**src/rtl/lpd_pkg.sv**
```systemverilog
// Shared constants and types for the memory die command core
package lpd_pkg;

    // Timing of the read data path, in picoseconds, and the output delay in system clock cycles
    localparam int MCLK_PS = 10000;
    localparam int DQSCK_PS = 2500;
    localparam int DQSQ_PS = 340;
    localparam int OUT_DLY_RAW = (DQSCK_PS + DQSQ_PS + MCLK_PS - 1) / MCLK_PS;
    localparam int OUT_DLY_CYC = (OUT_DLY_RAW < 1) ? 1 : OUT_DLY_RAW;

    // Read scheduling slots, one per link cycle of latency
    localparam int SLOT_DEPTH = 16;

    // Mode register addresses
    localparam logic [7:0] MA_BURST_CFG = 8'h01;
    localparam logic [7:0] MA_LATENCY = 8'h02;
    localparam logic [7:0] MA_BANK_MASK = 8'h10;
    localparam logic [7:0] MA_SEG_MASK = 8'h11;
    localparam logic [7:0] MA_CAL_A = 8'h20;
    localparam logic [7:0] MA_CAL_B = 8'h28;
    localparam logic [7:0] MA_SOFT_RST = 8'h3F;

    // Values after reset, and the burst length codes
    localparam logic [7:0] SEG_MASK_RST = 8'h00;
    localparam logic [7:0] BANK_MASK_RST = 8'h00;
    localparam logic [2:0] BL_CODE_4 = 3'h2;
    localparam logic [2:0] BL_CODE_8 = 3'h3;
    localparam logic [2:0] BL_CODE_16 = 3'h4;
    localparam logic [2:0] BL_CODE_RST = BL_CODE_4;
    localparam logic [3:0] RL_RST = 4'h3;

    // Beat counts
    localparam logic [4:0] BEATS_4 = 5'h04;
    localparam logic [4:0] BEATS_8 = 5'h08;
    localparam logic [4:0] BEATS_16 = 5'h10;

    // Calibration pattern bytes
    localparam logic [7:0] CAL_A_EVEN = 8'hFF;
    localparam logic [7:0] CAL_A_ODD = 8'h00;
    localparam logic [7:0] CAL_B_LO = 8'h00;
    localparam logic [7:0] CAL_B_HI = 8'hFF;

    typedef enum logic [2:0]
    {
        CMD_NOP, CMD_ACT, CMD_RD, CMD_WR, CMD_PRE, CMD_MRW, CMD_MRR, CMD_OTHER
    } lpd_cmd_t;

    typedef enum logic [1:0] {SRC_ARRAY, SRC_MR, SRC_CAL_A, SRC_CAL_B} lpd_src_t;

    typedef enum logic [1:0] {RD_IDLE = 2'b00, RD_PRE = 2'b01, RD_BURST = 2'b11} lpd_rd_st_t;

    typedef struct packed
    {
        logic valid;
        logic [4:0] len;
        lpd_src_t src;
        logic [2:0] bank;
        logic [12:0] row;
        logic [8:0] col;
        logic [7:0] mr_val;
    } lpd_rd_req_t;

    typedef struct packed
    {
        logic [31:0] dq;
        logic dq_oe_n;
        logic dqs;
        logic dqs_oe_n;
    } lpd_pins_t;

endpackage : lpd_pkg

```
**src/rtl/lpd_rd_burst.sv**
```systemverilog
// Read burst scheduler, data strobe generator and output delay line
`timescale 1ns/1ps
module lpd_rd_burst (
    input wire logic mclk, // system clock
    input wire logic reset, // async reset, active high
    input wire logic rise_p, // link clock rising edge seen
    input wire logic fall_p, // link clock falling edge seen
    input wire lpd_pkg::lpd_rd_req_t req, // read request, valid for one cycle
    input wire logic [3:0] rl, // read latency in link cycles
    output lpd_pkg::lpd_pins_t pins_o // delayed data and strobe pins
);

    lpd_pkg::lpd_rd_req_t slot_r [lpd_pkg::SLOT_DEPTH];
    lpd_pkg::lpd_rd_req_t cur_r;
    lpd_pkg::lpd_rd_st_t st_r;
    logic [4:0] beat_r;
    logic [3:0] idx;
    lpd_pkg::lpd_pins_t pins_now;
    lpd_pkg::lpd_pins_t dly_r [lpd_pkg::OUT_DLY_CYC];

    function automatic logic [31:0] rd_word(input lpd_pkg::lpd_rd_req_t r, input logic [4:0] b);
        case (r.src)
            lpd_pkg::SRC_ARRAY: rd_word = {7'h00, r.bank, r.row, 9'(r.col + {4'h0, b})};
            lpd_pkg::SRC_CAL_A: rd_word = {24'h000000, b[0] ? lpd_pkg::CAL_A_ODD : lpd_pkg::CAL_A_EVEN};
            lpd_pkg::SRC_CAL_B: rd_word = {24'h000000, b[1] ? lpd_pkg::CAL_B_HI : lpd_pkg::CAL_B_LO};
            default: rd_word = {24'h000000, r.mr_val};
        endcase
    endfunction : rd_word

    assign idx = (rl == 4'h0) ? 4'h0 : 4'(rl - 4'h1);

    ////////////////////////////////////////////////////////////////////////////////
    // Latency slots shift on each link rising edge
    always_ff @(posedge mclk or posedge reset)
    begin
        if (reset)
        begin
            for (int i = 0; i < lpd_pkg::SLOT_DEPTH; i++)
            begin
                slot_r[i] <= '0;
            end
        end
        else
        begin
            if (rise_p)
            begin
                for (int i = 0; i < lpd_pkg::SLOT_DEPTH - 1; i++)
                begin
                    slot_r[i] <= slot_r[i + 1];
                end
                slot_r[lpd_pkg::SLOT_DEPTH - 1] <= '0;
            end
            if (req.valid)
            begin
                slot_r[idx] <= req; // [RULE19]
            end
        end
    end

    ////////////////////////////////////////////////////////////////////////////////
    // Burst sequencing, one beat per link edge
    always_ff @(posedge mclk or posedge reset)
    begin
        if (reset)
        begin
            st_r <= lpd_pkg::RD_IDLE;
            cur_r <= '0;
            beat_r <= 5'h00;
        end
        else if (rise_p)
        begin
            if (slot_r[0].valid)
            begin
                st_r <= lpd_pkg::RD_BURST; // [RULE19]
                cur_r <= slot_r[0];
                beat_r <= 5'h00;
            end
            else if (st_r == lpd_pkg::RD_BURST && 5'(beat_r + 5'h01) < cur_r.len)
            begin
                beat_r <= 5'(beat_r + 5'h01); // [RULE21]
            end
            else if (slot_r[1].valid)
            begin
                st_r <= lpd_pkg::RD_PRE; // [RULE20]
            end
            else
            begin
                st_r <= lpd_pkg::RD_IDLE;
            end
        end
        else if (fall_p && st_r == lpd_pkg::RD_BURST && 5'(beat_r + 5'h01) < cur_r.len)
        begin
            beat_r <= 5'(beat_r + 5'h01); // [RULE22]
        end
    end

    always_comb
    begin
        pins_now.dq = (st_r == lpd_pkg::RD_BURST) ? rd_word(cur_r, beat_r) : 32'h00000000;
        pins_now.dq_oe_n = (st_r != lpd_pkg::RD_BURST);
        pins_now.dqs = (st_r == lpd_pkg::RD_BURST) ? ~beat_r[0] : 1'b0; // [RULE20]
        pins_now.dqs_oe_n = (st_r == lpd_pkg::RD_IDLE);
    end

    ////////////////////////////////////////////////////////////////////////////////
    // Clock-to-strobe and strobe-to-data delay
    always_ff @(posedge mclk or posedge reset)
    begin
        if (reset)
        begin
            for (int i = 0; i < lpd_pkg::OUT_DLY_CYC; i++)
            begin
                dly_r[i] <= '{dq: 32'h00000000, dq_oe_n: 1'b1, dqs: 1'b0, dqs_oe_n: 1'b1};
            end
        end
        else
        begin
            dly_r[0] <= pins_now; // [RULE19]
            for (int i = 1; i < lpd_pkg::OUT_DLY_CYC; i++)
            begin
                dly_r[i] <= dly_r[i - 1];
            end
        end
    end

    assign pins_o = dly_r[lpd_pkg::OUT_DLY_CYC - 1];
endmodule : lpd_rd_burst

```
**src/rtl/lpd_sdram_core.sv**
```systemverilog
// Command decode, bank tracking and mode registers of the memory die
//
// Operation
// [RULE1] Segment mask is write-only, 8 bits; a one blocks refresh, reset zero.
// [RULE2] Mask bit n governs rows whose top three address bits equal n.
// [RULE3] Mode register read of 20h returns calibration pattern A.
// [RULE4] Mode register read of 28h returns calibration pattern B.
// [RULE5] Reset register 3Fh is write-only, operand ignored; controller never reads it.
// [RULE6] Controller avoids all reserved, do-not-use and vendor mode register addresses.
// [RULE7] Chip select low, bit0 low, bit1 high on rising edge means activate.
// [RULE8] Activate opens the addressed row in the addressed bank.
// [RULE9] Controller activates first and waits activate-to-access delay before access.
// [RULE10] Controller precharges before reactivating; same-bank activates obey row cycle time.
// [RULE11] Controller spaces activates to different banks by the different-bank delay.
// [RULE12] Controller issues at most four activations per rolling four-activate window.
// [RULE13] Four-activate window in cycles is window time over clock period, rounded up.
// [RULE14] Controller waits the longer all-bank precharge time after precharge-all.
// [RULE15] Controller holds a newly registered clock-gate level for its minimum pulse.
// [RULE16] Chip select low, bit0 high, bit1 low is access; bit2 picks read.
// [RULE17] Controller interrupts only 8/16 bursts, same direction, even cycles, spacing met.
// [RULE18] Start column comes from rising bits 5-6 and falling bits 1-9; the code takes falling bits 1-6 only.
// [RULE19] First read datum follows read latency plus strobe and data delays.
// [RULE20] Strobe is driven low one preamble, then beats align to strobe edges.
// [RULE21] One read command yields a full burst on successive cycles.
// [RULE22] A burst has 4, 8 or 16 beats as programmed.
// [RULE23] Bank mask at 10h blocks refresh per bank; zero after reset.
// [RULE24] Track open state and row per bank; flag activate/precharge ordering faults.
// [RULE25] Controller tracks all activate and precharge timing before issuing commands.
`timescale 1ns/1ps
module lpd_sdram_core (
    input wire logic mclk, // system clock, 100 MHz
    input wire logic reset, // async reset, active high
    input wire logic ck, // link clock pin
    input wire logic cke, // clock-gate pin
    input wire logic cs_n, // chip select pin, active low
    input wire logic [9:0] cmd_addr_bus, // double-rate command/address pins
    input wire logic [31:0] dq_i, // data pins, input side
    output logic [31:0] dq_o, // data pins, driven value
    output logic dq_oe_n, // data pins, low while driven
    input wire logic dqs_i, // strobe pin, input side
    output logic dqs_o, // strobe pin, driven value
    output logic dqs_oe_n, // strobe pin, low while driven
    input wire logic [2:0] refr_bank, // bank of a refresh query
    input wire logic [12:0] refr_row, // row of a refresh query
    output logic refr_allow, // refresh permitted for the queried row
    output logic [7:0] bank_open, // banks currently open
    output logic cmd_error // one-cycle pulse on an ordering fault
);

    logic [2:0] ck_s;
    logic [1:0] cke_s;
    logic [1:0] cs_s;
    logic [9:0] ca_s1;
    logic [9:0] ca_s2;
    logic rise_p;
    logic fall_p;
    logic pend_r;
    logic [9:0] rise_r;
    logic cmd_v;
    lpd_pkg::lpd_cmd_t cmd_typ;
    logic [7:0] ma;
    logic [7:0] op;
    logic [2:0] bank;
    logic [12:0] row;
    logic [8:0] col;
    logic [7:0] seg_mask_r;
    logic [7:0] bank_mask_r;
    logic [2:0] bl_r;
    logic [3:0] rl_r;
    logic [7:0] open_r;
    logic [12:0] row_r [8];
    logic err_r;
    logic refr_allow_r;
    lpd_pkg::lpd_rd_req_t req;
    lpd_pkg::lpd_pins_t pins;

    function automatic lpd_pkg::lpd_cmd_t decode(input logic [9:0] r);
        if (r[1:0] == 2'h2)
        begin
            decode = lpd_pkg::CMD_ACT; // [RULE7]
        end
        else if (r[1:0] == 2'h1)
        begin
            decode = r[2] ? lpd_pkg::CMD_RD : lpd_pkg::CMD_WR; // [RULE16]
        end
        else if (r[3:0] == 4'hB)
        begin
            decode = lpd_pkg::CMD_PRE;
        end
        else if (r[3:0] == 4'h0)
        begin
            decode = lpd_pkg::CMD_MRW;
        end
        else if (r[3:0] == 4'h8)
        begin
            decode = lpd_pkg::CMD_MRR;
        end
        else
        begin
            decode = lpd_pkg::CMD_OTHER;
        end
    endfunction : decode

    function automatic logic [4:0] bl_beats(input logic [2:0] code);
        case (code)
            lpd_pkg::BL_CODE_8: bl_beats = lpd_pkg::BEATS_8;
            lpd_pkg::BL_CODE_16: bl_beats = lpd_pkg::BEATS_16;
            default: bl_beats = lpd_pkg::BEATS_4;
        endcase
    endfunction : bl_beats

    ////////////////////////////////////////////////////////////////////////////////
    // Pin synchronisers and link edge detection
    always_ff @(posedge mclk or posedge reset)
    begin
        if (reset)
        begin
            ck_s <= 3'h0;
            cke_s <= 2'h0;
            cs_s <= 2'h3;
            ca_s1 <= 10'h000;
            ca_s2 <= 10'h000;
        end
        else
        begin
            ck_s <= {ck_s[1:0], ck};
            cke_s <= {cke_s[0], cke};
            cs_s <= {cs_s[0], cs_n};
            ca_s1 <= cmd_addr_bus;
            ca_s2 <= ca_s1;
        end
    end

    assign rise_p = ck_s[1] & ~ck_s[2];
    assign fall_p = ~ck_s[1] & ck_s[2];

    ////////////////////////////////////////////////////////////////////////////////
    // Command capture: rising half, then falling half completes it
    always_ff @(posedge mclk or posedge reset)
    begin
        if (reset)
        begin
            pend_r <= 1'b0;
            rise_r <= 10'h000;
        end
        else if (rise_p)
        begin
            pend_r <= ~cs_s[1] & cke_s[1]; // [RULE7]
            rise_r <= ca_s2;
        end
        else if (fall_p)
        begin
            pend_r <= 1'b0;
        end
    end

    assign cmd_v = fall_p & pend_r;
    assign cmd_typ = cmd_v ? decode(rise_r) : lpd_pkg::CMD_NOP;
    assign ma = {ca_s2[1:0], rise_r[9:4]};
    assign op = ca_s2[9:2];
    assign bank = rise_r[9:7]; // [RULE8]
    assign row = {rise_r[6:2], ca_s2[7:0]}; // [RULE8]
    assign col = {ca_s2[6:1], rise_r[6:5], 1'b0}; // [RULE18]

    ////////////////////////////////////////////////////////////////////////////////
    // Mode registers; reserved addresses are ignored
    always_ff @(posedge mclk or posedge reset)
    begin
        if (reset)
        begin
            seg_mask_r <= lpd_pkg::SEG_MASK_RST;
            bank_mask_r <= lpd_pkg::BANK_MASK_RST;
            bl_r <= lpd_pkg::BL_CODE_RST;
            rl_r <= lpd_pkg::RL_RST;
        end
        else if (cmd_typ == lpd_pkg::CMD_MRW)
        begin
            case (ma)
                lpd_pkg::MA_SEG_MASK: seg_mask_r <= op; // [RULE1]
                lpd_pkg::MA_BANK_MASK: bank_mask_r <= op; // [RULE23]
                lpd_pkg::MA_BURST_CFG: bl_r <= op[2:0]; // [RULE22]
                lpd_pkg::MA_LATENCY: rl_r <= op[3:0]; // [RULE19]
                lpd_pkg::MA_SOFT_RST:
                begin
                    seg_mask_r <= lpd_pkg::SEG_MASK_RST; // [RULE5]
                    bank_mask_r <= lpd_pkg::BANK_MASK_RST;
                    bl_r <= lpd_pkg::BL_CODE_RST;
                    rl_r <= lpd_pkg::RL_RST;
                end
                default: ;
            endcase
        end
    end

    ////////////////////////////////////////////////////////////////////////////////
    // Bank state and ordering faults
    always_ff @(posedge mclk or posedge reset)
    begin
        if (reset)
        begin
            open_r <= 8'h00;
            for (int i = 0; i < 8; i++)
            begin
                row_r[i] <= 13'h0000;
            end
        end
        else if (cmd_typ == lpd_pkg::CMD_ACT)
        begin
            open_r[bank] <= 1'b1; // [RULE24]
            row_r[bank] <= row; // [RULE8]
        end
        else if (cmd_typ == lpd_pkg::CMD_PRE)
        begin
            if (rise_r[4])
            begin
                open_r <= 8'h00;
            end
            else
            begin
                open_r[bank] <= 1'b0;
            end
        end
        else if (cmd_typ == lpd_pkg::CMD_MRW && ma == lpd_pkg::MA_SOFT_RST)
        begin
            open_r <= 8'h00; // [RULE5]
        end
    end

    always_ff @(posedge mclk or posedge reset)
    begin
        if (reset)
        begin
            err_r <= 1'b0;
        end
        else
        begin
            err_r <= (cmd_typ == lpd_pkg::CMD_ACT && open_r[bank]) // [RULE24]
                || ((cmd_typ == lpd_pkg::CMD_RD || cmd_typ == lpd_pkg::CMD_WR)
                && !open_r[bank]) // [RULE9]
                || (cmd_typ == lpd_pkg::CMD_MRR && ma == lpd_pkg::MA_SOFT_RST); // [RULE5]
        end
    end

    ////////////////////////////////////////////////////////////////////////////////
    // Refresh permission from the bank and segment masks
    always_ff @(posedge mclk or posedge reset)
    begin
        if (reset)
        begin
            refr_allow_r <= 1'b0;
        end
        else
        begin
            refr_allow_r <= ~seg_mask_r[refr_row[12:10]] // [RULE2]
                & ~bank_mask_r[refr_bank]; // [RULE23]
        end
    end

    ////////////////////////////////////////////////////////////////////////////////
    // Read requests for array and mode register reads
    always_comb
    begin
        req = '0;
        req.valid = (cmd_typ == lpd_pkg::CMD_RD) || (cmd_typ == lpd_pkg::CMD_MRR);
        req.bank = bank;
        req.row = row_r[bank];
        req.col = col;
        if (cmd_typ == lpd_pkg::CMD_RD)
        begin
            req.len = bl_beats(bl_r); // [RULE21]
            req.src = lpd_pkg::SRC_ARRAY;
        end
        else
        begin
            req.len = lpd_pkg::BEATS_4;
            req.src = lpd_pkg::SRC_MR;
            case (ma)
                lpd_pkg::MA_CAL_A: req.src = lpd_pkg::SRC_CAL_A; // [RULE3]
                lpd_pkg::MA_CAL_B: req.src = lpd_pkg::SRC_CAL_B; // [RULE4]
                lpd_pkg::MA_BURST_CFG: req.mr_val = {5'h00, bl_r};
                lpd_pkg::MA_LATENCY: req.mr_val = {4'h0, rl_r};
                default: req.src = lpd_pkg::SRC_MR;
            endcase
        end
    end

    lpd_rd_burst u_rd (
        .mclk(mclk),
        .reset(reset),
        .rise_p(rise_p),
        .fall_p(fall_p),
        .req(req),
        .rl(rl_r),
        .pins_o(pins)
    );

    assign dq_o = pins.dq;
    assign dq_oe_n = pins.dq_oe_n;
    assign dqs_o = pins.dqs;
    assign dqs_oe_n = pins.dqs_oe_n;
    assign refr_allow = refr_allow_r;
    assign bank_open = open_r;
    assign cmd_error = err_r;
endmodule : lpd_sdram_core

```
**config.mk**
```make
export PLATFORM = sky130hd
export DESIGN_NAME = lpd_sdram_core
export DESIGN_NICKNAME = d
export VERILOG_FILES = /design/src/rtl/lpd_pkg.sv /design/src/rtl/lpd_rd_burst.sv /design/src/rtl/lpd_sdram_core.sv
export SDC_FILE = /design/constraint.sdc
export NUM_CORES = 2
export LEC_CHECK = 0
export BUFFER_PORTS_ARGS = -buffer_cell sky130_fd_sc_hd__clkbuf_2
export CAP_MARGIN = 20
export CORE_MARGIN = 8
export CORE_UTILIZATION = 50
export DETAILED_ROUTE_END_ITERATION = 8
export HOLD_SLACK_MARGIN = 0.15
export PLACE_DENSITY = 0.68
export SLEW_MARGIN = 0
export SYNTH_ARGS = -nofsm -noshare
export SYNTH_HDL_FRONTEND = slang
export SYNTH_SLANG_ARGS = --single-unit
```
**constraint.sdc**
```tcl
create_clock -name mclk -period 38.3 [get_ports mclk]
set_clock_uncertainty 0.1 [all_clocks]
set_input_delay 3.83 -clock mclk [delete_from_list [all_inputs] [get_ports mclk]]
set_output_delay 3.83 -clock mclk [all_outputs]
set_load 0.05 [all_outputs]
```
== Word-level counts from Yosys, hierarchy flattened ==
Cells that the tools add are included.
Operators by class
  $add $sub $neg: 3
  magnitude comparators: 9
  equality and inequality tests: 25
  mux-type cells: 54
  bitwise logic cells: 16
  reduce and logical (&&, ||, !) cells: 33
Operator list (number)
  2-to-1 mux 656 bit: 2
  bitwise mux 656 bit: 1
  demux 41 bit (select 4 bit): 1
  bitwise mux 104 bit: 1
  one-hot mux 25 bit (3 select lines): 1
  2-to-1 mux 8 bit: 6
  2-to-1 mux 41 bit: 1
  binary-select mux 13 bit (select 3 bit): 1
  demux 13 bit (select 3 bit): 1
  2-to-1 mux 13 bit: 3
  one-hot mux 8 bit (2 select lines): 2
  2-to-1 mux 25 bit: 1
  equality test 8 x 6 -> 1 bit (second input constant): 3
  2-to-1 mux 5 bit: 4
  equality test 8 x 5 -> 1 bit (second input constant): 2
  one-hot mux 4 bit (2 select lines): 2
  AND reduction 2 bit: 7
  equality test 3 bit (second input constant): 4
  < comparator 3 x 4 -> 1 bit (second input constant): 3
  nonzero test 2 bit: 6
  logical AND 1 bit: 10
  2-to-1 mux 1 bit: 10
  one-hot mux 5 bit (2 select lines): 1
  adder 9 x 5 -> 9 bit: 1
  other kinds (38): 66
Word-level totals
  flip-flop bits (word level): 913
  input port bits: 64
  output and inout port bits: 45
  logic and storage cells: 286

== Longest topological paths before layout ==
  word-level depth: 12
  gate-level depth with buffers: 10

== By module ==
From an unflattened synthesis, not the netlist that was laid out.
Second synthesis, totals
  cell total of the unflattened synthesis: 3747
  area, all modules: 40555.1 um^2
Modules (own cells, without submodules)
  lpd_rd_burst: instances 1, cells each 3131, area an instance 32581.2 um^2, seq. area each 18295.0 um^2
  lpd_sdram_core: instances 1, cells each 616, area an instance 7973.9 um^2, seq. area each 4385.5 um^2

== Least setup slack after synthesis ==
OpenSTA, ideal clock, no wires.
  path type: input to register
  from: input port refr_bank[0]
  to: register refr_allow_r (netlist: refr_allow)
  arrival time: 4.693 ns
  setup slack: 33.413 ns
  cell stages on the path: 3
  buffers on the path: 0
  cell sequence: mux4_2 > mux2_2 > a211oi_1
On the way
  longest elaborated chain between the ends: 4
RTL lines
  from (decl): RTL line lpd_sdram_core.sv:43  | input wire logic [2:0] refr_bank,
  binary-select mux 1 bit (select 3 bit): RTL line lpd_sdram_core.sv:255  | & ~bank_mask_r[refr_bank];
  2-to-1 mux 1 bit (implied by the code): RTL line lpd_sdram_core.sv:255
  NOT 1 bit: RTL line lpd_sdram_core.sv:255
  bitwise AND 1 bit: RTL line lpd_sdram_core.sv:255
  to (signal assigned): RTL line lpd_sdram_core.sv:254  | refr_allow_r <= ~seg_mask_r[refr_row[12:10]]
  to (decl): RTL line lpd_sdram_core.sv:73  | logic refr_allow_r;
No other way between the ends. The select of a mux whose other input is x is not followed.
A chain may end at the register's enable or synchronous reset.

==> metrics list <==
- Result of the run: complete, no violations
- Cell internal power was estimated by the tool at 1.52 mW.
* Combinational Power Share: 5.2%
* List of cells traversed by the critical path: clkbuf_2 -> inv_8 -> buf_12 -> buf_4 -> buf_4 -> buf_12
- Setup repair after global routing left no endpoint under its margin.
- Post-synth EDFFs: 0
- Last weighted congestion value of the routability-driven placer: 0.812
- Via count of the first global-routing pass: 26,174
- For the final routed database, the setup TNS stands at 0 ns.
* Commonest non-fill, non-tap cells in the layout: sky130_fd_sc_hd__dfrtp_1 (896), sky130_fd_sc_hd__mux2i_1 (619), sky130_fd_sc_hd__nand2_1 (506)
- Ys Warns: 0
- CP Launch Type: input port
* Setup-violating endpoint count in the final report: 0
- Summing every instance area after synthesis gives 39,800 um2.
* Syn avg cell area: 11.1 um2
- Overall via count from detail_route: 25,839
- After synthesis, the share of flip-flops with an asynchronous set or reset is 100%.
* Worst voltage drop across the vdd grid: 33.6 uV
- Total power consumption of the routed design: 1.98 mW
- The post-route netlist has 12.2% of its cells at a drive strength greater than 1.
* Detail Route Antenna Nets: 0
- Net count of the finished layout: 3,602
- In this run the post-CTS setup repair buffer count came out at 0.
* Yosys reg bits: 906
- Critical-path cell with the highest stage delay: sky130_fd_sc_hd__buf_4
- Path type of the worst min-delay path: flip-flop to flip-flop
- Maxcap violations: 0
- Number of buffers created by CTS: 93
- Count of routing violations after the opening detailed-route iteration: 1,954
- The share of total power dissipated in the clock network is 45.5%.
- Proportion of synthesized chip area in sequential cells: 56.9%
- Average wire per cell in the routed design: 19.4 um
- The synthesized netlist contains 64 unique library cells.
* Global-route wire length before repair: 147,000 um
* Worst path max stage delay: 0.83 ns
- After detailed routing, the total wire length is 90,400 um.
- Static leakage: 20.9 nW
- Arr. time, crit path: 7.70 ns
- Counting along the longest clock path gives a buffer depth of 3.
* H-tree levels: 3
- After Yosys synthesis, and, or, nand and nor cells account for 10.3% of the synthesized area.
- Clock-pin slew was measured on the worst setup and hold paths at 0.06 ns.
- The clock drives 906 sinks.
- Initial antenna violation count: 0
- Synthesized-area fraction occupied by ao, oa, aoi and oai cells: 9.04%
* Count of TritonRoute iterations in the first routing pass: 5
- Starting utilization of the core area: 50.4%
* Leading cell type in the layout, fill and taps excluded: sky130_fd_sc_hd__dfrtp_1
- Leading post-synthesis cells by cell area: sky130_fd_sc_hd__dfrtp_1 (56%), sky130_fd_sc_hd__mux2i_1 (16%), sky130_fd_sc_hd__nand2_1 (4.8%), sky130_fd_sc_hd__o21ai_0 (4.3%), sky130_fd_sc_hd__mux2_2 (3.4%)
- The area growth from synthesis to layout is 10.4%.
* Largest area contributor in the synthesized netlist: sky130_fd_sc_hd__dfrtp_1
- The cell count after synthesis came out at 3,585.
* Final worst path period share: 18.9%
- Post-route setup slack: 31.08 ns
* Shortest clock period the worst path allows after layout: 7.22 ns
* Combinational family with the most area after synthesis: multiplexers
- Measured against its own limit, the worst slew margin works out to 25.3%.
* Hold Slack: 0.245 ns
* CTS tree: done
* Die Wd: 298 um
- Worst setup path category: input port to asynchronous set/reset pin
- Die Ht: 298 um
- For the worst setup path, the data required time is 38.78 ns.
* Cell Count Post-Placement: 4,474
- In the routed layout, each cell is associated on average with a via count of 5.56.
- DR DRC count: 0
* Sw Pwr: 0.454 mW
- Prior to clock tree synthesis, the placed netlist has a worst setup slack of 30.23 ns.
* Xor/xnor share of the synthesized area: 0.132%
- Maximum number of pins on one net before global-route repair: 175
- Multiplexer fraction of the synthesized cell area: 19.8%
- The count of pins over their slew limit is 0.
* Std cell rows: 103
- The floorplan step defined a core boundary enclosing 79,000 um2.
* Number of gates resized after CTS: 0
- Leaving out filler cells and counting taps, the final layout contains 4,649.
- The number of hold-slack violations in the final timing report came to 0.
- In this run the tool buffered the top-level ports with 58 buffer cells.
- After clock tree synthesis, the flow added hold-fix buffers numbering 0.
* Post-detailed-placement half-perimeter wirelength: 53,700 um
- Endpoint kind of the worst setup timing path: asynchronous set/reset pin
- Area fraction of the dominant cell type after synthesis: 56.5%
* Sequential cell fraction of total power: 49.2%
- Timing would allow up to 0.139 GHz.
- Top flip-flop cell by instance count after synthesis: sky130_fd_sc_hd__dfrtp_1
* Power Density: 44.9 nW/um2
- Grt total ovfl: 0
* Adder-cell share of the synthesized area: 0.553%
- Clock root buffer: sky130_fd_sc_hd__clkbuf_16
* Clock latency of the later-clocked register in the worst-skew pair: 0.65 ns
- Maximum fanout along the worst path: 174
- Across every metal layer, demand over resource in global routing totals 20.1%.
- At the pin with the least slew margin, the transition time is 1.12 ns.
* # IOs: 109
- Total Die Area: 89,000 um2
- Switching Fraction: 23.0%
## power groups by stage
stage,combinational (mW),sequential [mW],clock (mW)
finish,0.103,0.972,0.900
global route,0.112,0.973,0.955
floorplan,0.0793,0.986,0
CTS,0.102,0.973,0.920
detailed placement,0.102,0.990,0
global placement,0.102,0.990,0
## synthesized netlist by cell type, drive strengths merged, types with 7 or more instances
cell type / instances
nor2: 267
a22oi: 30
inv: 24
mux2i: 619
nor4: 7
a21oi: 150
nand3b: 10
and2: 23
o21ai: 365
a32oi: 12
a221oi: 18
dfstp: 7
nor2b: 58
clkbuf: 201
mux4: 15
buf: 83
dfrtp: 899
mux2: 119
ha: 16
nor3: 25
nand2: 506
a211oi: 9
nand3: 18
a22o: 20
a31oi: 7
## registers in the layout, indices dropped and copies added, names as in the netlist, 3 cells and up
| signal | count |
|---|---|
| u_rd.pins_o | 28 |
| u_rd.cur_r | 40 |
| rl_r | 4 |
| ca_s1 | 10 |
| row_r | 104 |
| bank_mask_r | 8 |
| bank_open | 8 |
| ck_s | 3 |
| bl_r | 3 |
| seg_mask_r | 8 |
| u_rd.slot_r | 656 |
| ca_s2 | 10 |
| rise_r | 10 |
| u_rd.beat_r | 5 |
## metal layers
metal,part of all wire (%),vias to the layer above,global-route usage [%]
li1,-,12301,-
met3,4.8,161,3.85
met1,46,12887,28.1
met5,0,-,0
met4,2.7,0,5.88
met2,46,490,31.9
## worst max-delay path: cells and delay by family
kind,cells,cell delay [ns]
buffers and inverters,6,3.56
## area by class of cell
class / count / area [um2]
Antenna cell: 2 / 5.00
Clock buffer: 150 / 2840
Clock inverter: 21 / 216
Fill cell: 6691 / 35000
Inverter: 24 / 97.6
Multi-Input combinational cell: 2377 / 16000
Sequential cell: 906 / 22700
Tap cell: 1050 / 1310
Timing Repair Buffer: 119 / 817
## cell families (layout without fill, tap and decap cells)
group                    count (synthesis)  in the layout
buffers and inverters                  308            314
adder cells (fa/ha/maj)                 17             17
other                                    1              9
XOR/XNOR                                 6              6
multiplexers                           753            753
AND/OR/NAND/NOR                        956            956
flip-flops                             906            906
AO/OA/AOI/OAI                          638            638
## metrics by stage
step                area [um2]  utilization [%]
floorplan                39900                -
global placement         40800             51.7
detailed placement       40900             51.7
CTS                      43900             55.6
global route             44000             55.6
finish                   44000             55.7
## final timing paths
| check | from | endpoint | slack, ns | depth (start not counted) |
|---|---|---|---|---|
| min in group asynchronous | reset | u_rd.pins_o[10]$_DFF_PP0_ | 3.18 | 2 |
| worst max-delay path | reset | rise_r[9]$_DFFE_PP0P_ | 31.08 | 6 |
| worst min register to register | ca_s1[2]$_DFF_PP0_ | ca_s2[2]$_DFF_PP0_ | 0.25 | 0 |
| worst min-delay path | ca_s1[2]$_DFF_PP0_ | ca_s2[2]$_DFF_PP0_ | 0.25 | 0 |
| max in group mclk | bank_open[6]$_DFFE_PP0P_ | bank_open[6] | 32.95 | 1 |
| worst max register to register | ck_s[1]$_DFF_PP0_ | u_rd.slot_r[197]$_DFF_PP0_ | 33.50 | 7 |
Note: power is estimated with default switching activity, not from simulation.
